`src/rtl/jil_pkg.sv`:
```
// jil_pkg: shared constants for the test access port and instruction logic
// assumes one 25 MHz system clock that samples the slow test clock pin
package jil_pkg;

	// instruction register
	localparam int unsigned IR_LEN          = 10;
	localparam logic [9:0]  IR_CAPTURE_VAL  = 10'h001;
	localparam logic [9:0]  OP_CLAMP        = 10'h00A;
	localparam logic [9:0]  OP_USER_A       = 10'h00C;
	localparam logic [9:0]  OP_USER_B       = 10'h00E;
	localparam logic [9:0]  OP_BYPASS       = 10'h3FF;

	// 32-bit data registers and identification field layout
	localparam int unsigned DR32_LEN        = 32;
	localparam int unsigned ID_VER_LSB      = 28;
	localparam int unsigned ID_PART_LSB     = 12;
	localparam int unsigned ID_MFR_LSB      = 1;
	localparam logic        ID_FIXED_LSB    = 1'b1;

	// boundary-scan length per density, three cells per pin
	localparam int unsigned BSR_LEN [4]     = '{240, 480, 636, 816};
	localparam int unsigned CELLS_PER_PIN   = 3;

	// clock figures
	localparam int unsigned CLK_HZ          = 25_000_000;
	localparam int unsigned SYNC_STAGES     = 2;

	// sixteen-state test access port controller
	typedef enum logic [3:0] {
		TLR, RTI, SEL_DR, CAP_DR, SH_DR, EX1_DR, PA_DR, EX2_DR, UPD_DR,
		SEL_IR, CAP_IR, SH_IR, EX1_IR, PA_IR, EX2_IR, UPD_IR
	} jil_tap_t;

	// data register selected by the current instruction
	typedef enum logic [2:0] {
		SEL_BYP, SEL_ID, SEL_UC, SEL_BSR, SEL_UA, SEL_UB, SEL_ISC
	} jil_sel_t;

endpackage

```
`src/rtl/jil_bscan_cells.sv`:
```
// jil_bscan_cells: boundary-scan register, three cells per pin (in, out, oe)
// assumes capture/shift/update pulses come from the tap controller on clk_i
`timescale 1ns/10ps
module jil_bscan_cells #(
	parameter int unsigned NPINS = 160
) (
	// clock and reset
	input  wire logic             clk_i,
	input  wire logic             rst_i,
	// scan control
	input  wire logic             capture_i,
	input  wire logic             shift_i,
	input  wire logic             update_i,
	input  wire logic             tdi_i,
	output logic                  tdo_o,
	// pin mode
	input  wire logic             drive_i,
	input  wire logic             float_i,
	// core side
	input  wire logic [NPINS-1:0] core_out_i,
	input  wire logic [NPINS-1:0] core_oe_i,
	output logic      [NPINS-1:0] core_in_o,
	// pad side
	input  wire logic [NPINS-1:0] pad_i,
	output logic      [NPINS-1:0] pad_o,
	output logic      [NPINS-1:0] pad_oe_o
);
	import jil_pkg::*;

	localparam int unsigned NCELL = NPINS * CELLS_PER_PIN;

	logic [NCELL-1:0] sh_r;
	logic [NCELL-1:0] upd_r;
	logic [NPINS-1:0] pad_s1_r;
	logic [NPINS-1:0] pad_s2_r;

	assign tdo_o     = sh_r[0];
	assign core_in_o = pad_s2_r;

	////////////////////////////////////////////////////////////////////////////////
	// pad input synchroniser
	always_ff @(posedge clk_i) begin
		if (rst_i) begin
			pad_s1_r <= '0;
			pad_s2_r <= '0;
		end else begin
			pad_s1_r <= pad_i;
			pad_s2_r <= pad_s1_r;
		end
	end

	////////////////////////////////////////////////////////////////////////////////
	// per-pin cells
	genvar p;
	generate
		for (p = 0; p < NPINS; p++) begin : g_pin
			localparam int unsigned C = p * CELLS_PER_PIN;
			always_ff @(posedge clk_i) begin
				if (rst_i) begin
					sh_r[C+2:C]  <= '0;
					upd_r[C+2:C] <= '0;
					pad_o[p]     <= 1'b0;
					pad_oe_o[p]  <= 1'b0;
				end else begin
					if (capture_i) begin
						sh_r[C+2:C] <= {core_oe_i[p], core_out_i[p], pad_s2_r[p]};
					end else if (shift_i) begin
						sh_r[C+2:C] <= {((C + 3 < NCELL) ? sh_r[(C+3) % NCELL] : tdi_i), sh_r[C+2:C+1]};
					end
					if (update_i) begin
						upd_r[C+2:C] <= sh_r[C+2:C];
					end
					// pins follow the update latches while drive_i is held, except that float_i forces the enables low
					pad_o[p]    <= drive_i ? upd_r[C+1] : core_out_i[p];
					pad_oe_o[p] <= float_i ? 1'b0 : (drive_i ? upd_r[C+2] : core_oe_i[p]);
				end
			end
		end
	endgenerate

endmodule // jil_bscan_cells

```
`src/rtl/jil_tap_top.sv`:
```
// jil_tap_top: test access port, 10-bit instruction register and its data registers
// assumes test pins are asynchronous to clk_i and the test clock runs well below clk_i/4
`timescale 1ns/10ps
module jil_tap_top #(
	parameter int unsigned DENSITY     = 1,
	parameter int unsigned ISC_W       = 16,
	parameter logic [9:0]  OP_EXTEST   = 10'h00F,
	parameter logic [9:0]  OP_SAMPLE   = 10'h005,
	parameter logic [9:0]  OP_IDCODE   = 10'h006,
	parameter logic [9:0]  OP_USERCODE = 10'h007,
	parameter logic [9:0]  OP_HIGHZ    = 10'h00B,
	parameter logic [9:0]  OP_ISC_EN   = 10'h2CC,
	parameter logic [9:0]  OP_ISC_DIS  = 10'h201,
	parameter logic [9:0]  OP_ISC_PROG = 10'h2F4,
	parameter logic [9:0]  OP_ISC_READ = 10'h205,
	// identification values are arbitrary
	parameter logic [3:0]  ID_VERSION  = 4'h1,
	parameter logic [15:0] ID_PART     = 16'h5A30,
	parameter logic [10:0] ID_MFR      = 11'h2A5,
	parameter int unsigned NPINS       = jil_pkg::BSR_LEN[DENSITY] / jil_pkg::CELLS_PER_PIN
) (
	// clock and reset
	input  wire logic                          clk_i,
	input  wire logic                          rst_i,
	// test pins
	input  wire logic                          tck_i,
	input  wire logic                          tms_i,
	input  wire logic                          tdi_i,
	output logic                               tdo_o,
	output logic                               tdo_oe_o,
	// user code and user chains
	input  wire logic [jil_pkg::DR32_LEN-1:0]  usercode_i,
	output logic                               user_sel_a_o,
	output logic                               user_sel_b_o,
	output logic                               user_capture_o,
	output logic                               user_shift_o,
	output logic                               user_update_o,
	output logic                               user_tdi_o,
	input  wire logic                          user_tdo_i,
	// in-system configuration
	output logic                               isc_active_o,
	output logic [jil_pkg::IR_LEN-1:0]         isc_op_o,
	output logic                               isc_wr_o,
	output logic                               isc_rd_o,
	output logic [ISC_W-1:0]                   isc_wdata_o,
	input  wire logic [ISC_W-1:0]              isc_rdata_i,
	// pins
	output logic                               pin_keep_o,
	input  wire logic [NPINS-1:0]              core_out_i,
	input  wire logic [NPINS-1:0]              core_oe_i,
	output logic      [NPINS-1:0]              core_in_o,
	input  wire logic [NPINS-1:0]              pad_i,
	output logic      [NPINS-1:0]              pad_o,
	output logic      [NPINS-1:0]              pad_oe_o
);
	import jil_pkg::*;

	jil_tap_t          tap_r;
	jil_tap_t          tap_nxt;
	jil_sel_t          sel;
	logic [2:0]        tck_s_r;
	logic [1:0]        tms_s_r;
	logic [1:0]        tdi_s_r;
	logic              tck_rise;
	logic              tck_fall;
	logic              tms_s;
	logic              tdi_s;
	logic [IR_LEN-1:0] ir_r;
	logic [IR_LEN-1:0] ir_sh_r;
	logic [31:0]       dr32_r;
	logic              byp_r;
	logic [ISC_W-1:0]  isc_sh_r;
	logic              isc_active_r;
	logic              bsr_tdo;
	logic              pin_drive;
	logic              pin_float;
	logic [31:0]       idcode;

	assign idcode = {ID_VERSION, ID_PART, ID_MFR, ID_FIXED_LSB};

	////////////////////////////////////////////////////////////////////////////////
	// pin synchronisers and test clock edges
	always_ff @(posedge clk_i) begin
		if (rst_i) begin
			// test clock idles high between frames; a low reset value would fake a rise at release
			tck_s_r <= 3'h7;
			tms_s_r <= 2'h3;
			tdi_s_r <= '0;
		end else begin
			tck_s_r <= {tck_s_r[1:0], tck_i};
			tms_s_r <= {tms_s_r[0], tms_i};
			tdi_s_r <= {tdi_s_r[0], tdi_i};
		end
	end
	assign tck_rise = tck_s_r[1] & ~tck_s_r[2];
	assign tck_fall = ~tck_s_r[1] & tck_s_r[2];
	assign tms_s    = tms_s_r[1];
	assign tdi_s    = tdi_s_r[1];

	////////////////////////////////////////////////////////////////////////////////
	// tap state machine
	always_comb begin
		unique case (tap_r)
			TLR:    tap_nxt = tms_s ? TLR    : RTI;
			RTI:    tap_nxt = tms_s ? SEL_DR : RTI;
			SEL_DR: tap_nxt = tms_s ? SEL_IR : CAP_DR;
			CAP_DR: tap_nxt = tms_s ? EX1_DR : SH_DR;
			SH_DR:  tap_nxt = tms_s ? EX1_DR : SH_DR;
			EX1_DR: tap_nxt = tms_s ? UPD_DR : PA_DR;
			PA_DR:  tap_nxt = tms_s ? EX2_DR : PA_DR;
			EX2_DR: tap_nxt = tms_s ? UPD_DR : SH_DR;
			UPD_DR: tap_nxt = tms_s ? SEL_DR : RTI;
			SEL_IR: tap_nxt = tms_s ? TLR    : CAP_IR;
			CAP_IR: tap_nxt = tms_s ? EX1_IR : SH_IR;
			SH_IR:  tap_nxt = tms_s ? EX1_IR : SH_IR;
			EX1_IR: tap_nxt = tms_s ? UPD_IR : PA_IR;
			PA_IR:  tap_nxt = tms_s ? EX2_IR : PA_IR;
			EX2_IR: tap_nxt = tms_s ? UPD_IR : SH_IR;
			UPD_IR: tap_nxt = tms_s ? SEL_DR : RTI;
		endcase
	end

	always_ff @(posedge clk_i) begin
		if (rst_i) begin
			tap_r <= TLR;
		end else if (tck_rise) begin
			tap_r <= tap_nxt;
		end
	end

	////////////////////////////////////////////////////////////////////////////////
	// instruction register
	always_ff @(posedge clk_i) begin
		if (rst_i) begin
			ir_sh_r <= IR_CAPTURE_VAL;
			ir_r    <= OP_IDCODE;
		end else begin
			if (tck_rise && tap_r == CAP_IR) begin
				ir_sh_r <= IR_CAPTURE_VAL;
			end else if (tck_rise && tap_r == SH_IR) begin
				ir_sh_r <= {tdi_s, ir_sh_r[IR_LEN-1:1]};
			end
			if (tap_r == TLR) begin
				ir_r <= OP_IDCODE;
			end else if (tck_fall && tap_r == UPD_IR) begin
				ir_r <= ir_sh_r;
			end
		end
	end

	////////////////////////////////////////////////////////////////////////////////
	// instruction decode
	always_comb begin
		sel = SEL_BYP;
		if (ir_r == OP_IDCODE) sel = SEL_ID;
		else if (ir_r == OP_USERCODE) sel = SEL_UC;
		else if (ir_r == OP_EXTEST || ir_r == OP_SAMPLE) sel = SEL_BSR;
		else if (ir_r == OP_USER_A) sel = SEL_UA;
		else if (ir_r == OP_USER_B) sel = SEL_UB;
		else if (ir_r == OP_ISC_PROG || ir_r == OP_ISC_READ) sel = SEL_ISC;
	end
	assign pin_drive = (ir_r == OP_EXTEST) || (ir_r == OP_CLAMP);
	assign pin_float = (ir_r == OP_HIGHZ) || isc_active_r;
	// keepers stay on in every mode
	assign pin_keep_o = 1'b1;

	////////////////////////////////////////////////////////////////////////////////
	// data registers
	always_ff @(posedge clk_i) begin
		if (rst_i) begin
			byp_r    <= 1'b0;
			dr32_r   <= '0;
			isc_sh_r <= '0;
		end else if (tck_rise && tap_r == CAP_DR) begin
			byp_r <= 1'b0;
			dr32_r   <= (sel == SEL_UC) ? usercode_i : idcode;
			isc_sh_r <= isc_rdata_i;
		end else if (tck_rise && tap_r == SH_DR) begin
			byp_r    <= tdi_s;
			dr32_r   <= {tdi_s, dr32_r[31:1]};
			isc_sh_r <= {tdi_s, isc_sh_r[ISC_W-1:1]};
		end
	end

	////////////////////////////////////////////////////////////////////////////////
	// in-system configuration
	always_ff @(posedge clk_i) begin
		if (rst_i) begin
			isc_active_r <= 1'b0;
			isc_wr_o     <= 1'b0;
			isc_rd_o     <= 1'b0;
			isc_wdata_o  <= '0;
		end else begin
			if (tck_fall && tap_r == UPD_IR && ir_sh_r == OP_ISC_EN) begin
				isc_active_r <= 1'b1;
			end else if (tck_fall && tap_r == UPD_IR && ir_sh_r == OP_ISC_DIS) begin
				isc_active_r <= 1'b0;
			end
			// serial data in, read-back captured for output
			isc_wr_o <= tck_fall && tap_r == UPD_DR && isc_active_r && ir_r == OP_ISC_PROG;
			isc_rd_o <= tck_rise && tap_r == CAP_DR && isc_active_r && ir_r == OP_ISC_READ;
			if (tck_fall && tap_r == UPD_DR && isc_active_r && ir_r == OP_ISC_PROG) begin
				isc_wdata_o <= isc_sh_r;
			end
		end
	end
	assign isc_active_o = isc_active_r;
	assign isc_op_o     = ir_r;

	////////////////////////////////////////////////////////////////////////////////
	// user chain routing
	assign user_sel_a_o   = (sel == SEL_UA);
	assign user_sel_b_o   = (sel == SEL_UB);
	assign user_capture_o = tck_rise && tap_r == CAP_DR && (user_sel_a_o || user_sel_b_o);
	assign user_shift_o   = tck_rise && tap_r == SH_DR && (user_sel_a_o || user_sel_b_o);
	assign user_update_o  = tck_fall && tap_r == UPD_DR && (user_sel_a_o || user_sel_b_o);
	assign user_tdi_o     = tdi_s;

	////////////////////////////////////////////////////////////////////////////////
	// test data output, changes on the falling test clock
	always_ff @(posedge clk_i) begin
		if (rst_i) begin
			tdo_o    <= 1'b0;
			tdo_oe_o <= 1'b0;
		end else if (tck_fall) begin
			tdo_oe_o <= (tap_r == SH_DR) || (tap_r == SH_IR);
			if (tap_r == SH_IR) begin
				tdo_o <= ir_sh_r[0];
			end else if (tap_r == SH_DR) begin
				unique case (sel)
					SEL_BYP:         tdo_o <= byp_r;
					SEL_ID, SEL_UC:  tdo_o <= dr32_r[0];
					SEL_BSR:         tdo_o <= bsr_tdo;
					SEL_UA, SEL_UB:  tdo_o <= user_tdo_i;
					SEL_ISC:         tdo_o <= isc_sh_r[0];
				endcase
			end
		end
	end

	////////////////////////////////////////////////////////////////////////////////
	// boundary-scan register sized by density
	jil_bscan_cells #(
		.NPINS (NPINS)
	) u_bsr (
		.clk_i      (clk_i),
		.rst_i      (rst_i),
		.capture_i  (tck_rise && tap_r == CAP_DR && sel == SEL_BSR),
		.shift_i    (tck_rise && tap_r == SH_DR && sel == SEL_BSR),
		.update_i   (tck_fall && tap_r == UPD_DR && sel == SEL_BSR),
		.tdi_i      (tdi_s),
		.tdo_o      (bsr_tdo),
		.drive_i    (pin_drive),
		.float_i    (pin_float),
		.core_out_i (core_out_i),
		.core_oe_i  (core_oe_i),
		.core_in_o  (core_in_o),
		.pad_i      (pad_i),
		.pad_o      (pad_o),
		.pad_oe_o   (pad_oe_o)
	);
endmodule // jil_tap_top

```
`config.mk`:
```
export PLATFORM = sky130hd
export DESIGN_NAME = jil_tap_top
export DESIGN_NICKNAME = d
export VERILOG_FILES = /design/src/rtl/jil_pkg.sv /design/src/rtl/jil_bscan_cells.sv /design/src/rtl/jil_tap_top.sv
export SDC_FILE = /design/constraint.sdc
export NUM_CORES = 2
export LEC_CHECK = 0
export BUFFER_PORTS_ARGS = -buffer_cell sky130_fd_sc_hd__buf_4
export CORE_AREA = 5 5 407 409
export DETAILED_ROUTE_END_ITERATION = 8
export DIE_AREA = 0 0 412 414
export HOLD_SLACK_MARGIN = 0.05
export PLACE_DENSITY = 0.61
export SYNTH_ARGS = -nofsm -noshare
export SYNTH_HDL_FRONTEND = slang
export SYNTH_HIERARCHICAL = 1
export SYNTH_SLANG_ARGS = --single-unit
```
`constraint.sdc`:
```
create_clock -name clk_i -period 4 [get_ports clk_i]
set_input_delay 0.6 -clock clk_i [delete_from_list [all_inputs] [get_ports clk_i]]
set_output_delay 0.6 -clock clk_i [all_outputs]
set_load 0.05 [all_outputs]
```
==> run metrics <==
status complete, no violations; Pwr Density 440 nW/um^2; # fillers 14600; endpoints failing hold 0; Congestion Overflow GR 0; wirelength, routed 192000 um; async set or reset register ratio after synthesis 0%; count of different cell masters after synthesis 54; startpoint types flop; # IOs 1052; Seq. cell area 30800 sq um; die height 414 um; crit path capture user_capture_o; Max-cap violations 0; PnR worst setup slack 0.588 ns; total internal power 0.0262 W; DR WL/cell 21.1 um; area delta synth->final 34.7%; worst reg2reg path depth 8; Seq cells post-synth 1541; final setup fails 0; via count 43961; number of buffers created by CTS 166; Flop pwr share 45.8%; Initial DRC Count 2765; Final min period 3.41 ns; Gates resized, CTS repair 0; largest net degree at the start of global routing 195; worst reg2reg endpoint u_bsr/upd_r[394]; Std-Cell Rows 148; Max Slew Vio Count 0; number of global-route vias before repair 44451; First-pass DRT Iterations 6; CP required 3.40 ns; core box area 162000 sq um; DPL Wire Length 133000 um; period utilization 85.3%; Synth top area share 52.8%; Clock power frac 45.9%; Worst-Margin Slew 1.09 ns; CTS Buffer Depth 3; synthesized area 58400 sq um; CTS tree done; Syn. warnings 6; Num Clock Sinks 1541; R2R Setup Slk 1.05 ns; Synth area leaders dfxtp_1, mux2i_1, nor2b_1, nor2_1, a211oi_2; Post-Synthesis Cells 5393; clock insertion delay at the later pin of the skew report 0.80 ns; Residual DRC 0; Horiz. Die Dim 412 um; crit path DAT 2.81 ns; RSZ-0062 raised after global routing false; Max H-tree Level 4; CP endpoint kind output port; post-DR vias/cell 4.84; Routed Antenna Nets 0; port bufs 1050; area leader, netlist dfxtp_1; Tightest Hold Check Type input pin to flop; register area share after synthesis 52.8%; pre-CTS setup slack 0.905 ns; Total GRT Usage 21.5%; first-pass GRT wire length 286000 um; area occupied by multi-input gates 25400 sq um; Sw Share 24.4%; CTS root buf clkbuf_16; Setup TNS 0 ns; Peak Freq 293 MHz; Slew headroom 26.6%; Psw 0.00845 W; power share of the combinational group 8.3%; DIE AREA 171000 sq um; Post-synth EDFFs 0; antenna violations before repair 32; Post-CTS Setup Inserts 0; Max VDD drop 0.428 mV; CTS clk-pin slew, worst paths 0.06 ns; design area 78700 sq um; Placer Congestion 0.850; Crit Path Category flop to output port; nets@finish 7288; Setup crit start tap_r[0]; Area after DPL 68000 sq um; Avg Cell Area, Syn 10.8 sq um; clock skew 0.0229 ns; PnR Total Power 0.0347 W; reg-to-reg startpoint isc_op_o[4]; Post-synth top flop dfxtp_1; worst-path fanout max 49; layout cells sized above 1 23.7%; P_leak 28.9 nW; Mapped Nets 5927; Initial Util 36.1%
==> placed cells by master (no fill, tap or decap), types with 4 or more instances in the layout <==
cell type      instances
clkinv_2              26
nand2b_1               5
nor2_1               679
and3_1                 4
nand2_1               78
buf_4               1105
nor4_1                 4
inv_1                  4
a221oi_1               8
a221oi_2               5
a211oi_2             190
nor2_4                 4
nand3_1                5
a21oi_1               68
a22oi_1               16
nor2b_1              805
clkinvlp_4             6
clkbuf_16            168
mux2i_1             1143
diode_2               18
o22ai_1               18
buf_12                36
dfxtp_1             1541
bufinv_16             12
o21ai_0                9
clkbuf_1              29
clkbuf_8              45
inv_6                  6
or2_2                  6
nor3_1                21
a211oi_1             294
dlygate4sd3_1        489
==> power by group through the flow <==
stage	Combinational (W)	Sequential (W)	Clock (W)
final	0.00287	0.0159	0.0159
after global placement	0.00244	0.0162	0
after detailed placement	0.00244	0.0162	0
after floorplan	0.000492	0.0169	0
after global routing	0.00301	0.0159	0.0169
after CTS	0.00288	0.0159	0.0163
==> registers in the layout (all words and copies together) (netlist names) <==
register and flops:
u_bsr/sh_r 479, u_bsr/upd_r 320, u_bsr/core_in_o 160, u_bsr/pad_o 160, u_bsr/pad_oe_o 160, u_bsr/pad_s1_r 160
dr32_r 32, isc_sh_r 16, isc_wdata_o 16, ir_sh_r 10, isc_op_o 10, tap_r 4
tck_s_r 3, tdi_s_r 2, tms_s_r 2, byp_r 1, isc_active_o 1, isc_rd_o 1
isc_wr_o 1, tdo_o 1, tdo_oe_o 1, u_bsr/tdo_o 1
==> cells in the mapped netlist, types with 8 or more instances <==
cell      instances
a22oi_1          16
a211oi_2        190
nor3_1           21
o21ai_0           9
buf_6            30
buf_1            12
buf_4            31
clkbuf_1        195
mux2i_1        1143
a211oi_1        294
dfxtp_1        1541
o22ai_1          18
buf_2           169
a221oi_1          8
nand2_1          78
nor2b_1         805
a21oi_1          68
nor2_1          683
==> area by class of cell <==
cell class	instances	share of cell area (%)
inverter	5	0.0334
clock buffer	242	6.27
multi-input combinational	3409	32.3
sequential	1541	39.2
clock inverter	61	1.01
antenna	18	0.0572
tap	2175	3.46
timing repair buffer	1631	17.7
==> critical path, stage by stage, from the launching register on <==
cell and delay (ns):
dfxtp_1 0.65, nand2_2 0.19, or4_4 0.48, buf_4 0.31
nor2_1 0.14, buf_4 0.21
==> metrics by stage <==
step                utilization, %  instances  hold WS [ns]
floorplan                        -       5393         0.389
finish                        48.7       9082         0.139
global placement              42.1       8272         0.400
global route                  48.7       9075        0.0757
CTS                           48.7       9064        0.0513
detailed placement            42.1       8272         0.400
==> cells by family after synthesis <==
| kind of cell | synth area share [%] |
|---|---|
| compound gates | 9.35 |
| buf+inv | 3.79 |
| other cells | 0.00642 |
| xor+xnor | 0.0600 |
| simple gates | 14.4 |
| mux | 19.6 |
| flops | 52.8 |
==> how the worst min path moves through the flow <==
stage | start | to | slack (ns) | cells after the start
floorplan | tck_s_r[0] | tck_s_r[1] | 0.39 | 1
global placement | tck_s_r[0] | tck_s_r[1] | 0.40 | 1
detailed placement | tms_s_r[0] | tms_s_r[1] | 0.40 | 1
CTS | usercode_i[29] | dr32_r[29] | 0.05 | 3
global route | core_oe_i[81] | u_bsr/pad_oe_o[81] | 0.08 | 3
finish | core_oe_i[81] | u_bsr/pad_oe_o[81] | 0.14 | 3
==> per-layer routing <==
| metal | vias up | track usage (%) | wire length (um) |
|---|---|---|---|
| li1 | 21297 | - | - |
| met1 | 21269 | 28.1 | 84900 |
| met2 | 1089 | 35.8 | 90900 |
| met3 | 284 | 4.29 | 10000 |
| met4 | 22 | 6.88 | 5850 |
| met5 | - | 0 | 133 |
==> repair_timing <==
action	4_1_cts	5_1_grt
hold buffers	489	0
endpoints found under the setup margin	0	0
hold endpoints to repair	646	0
Note: power is estimated with default switching activity, not from simulation.
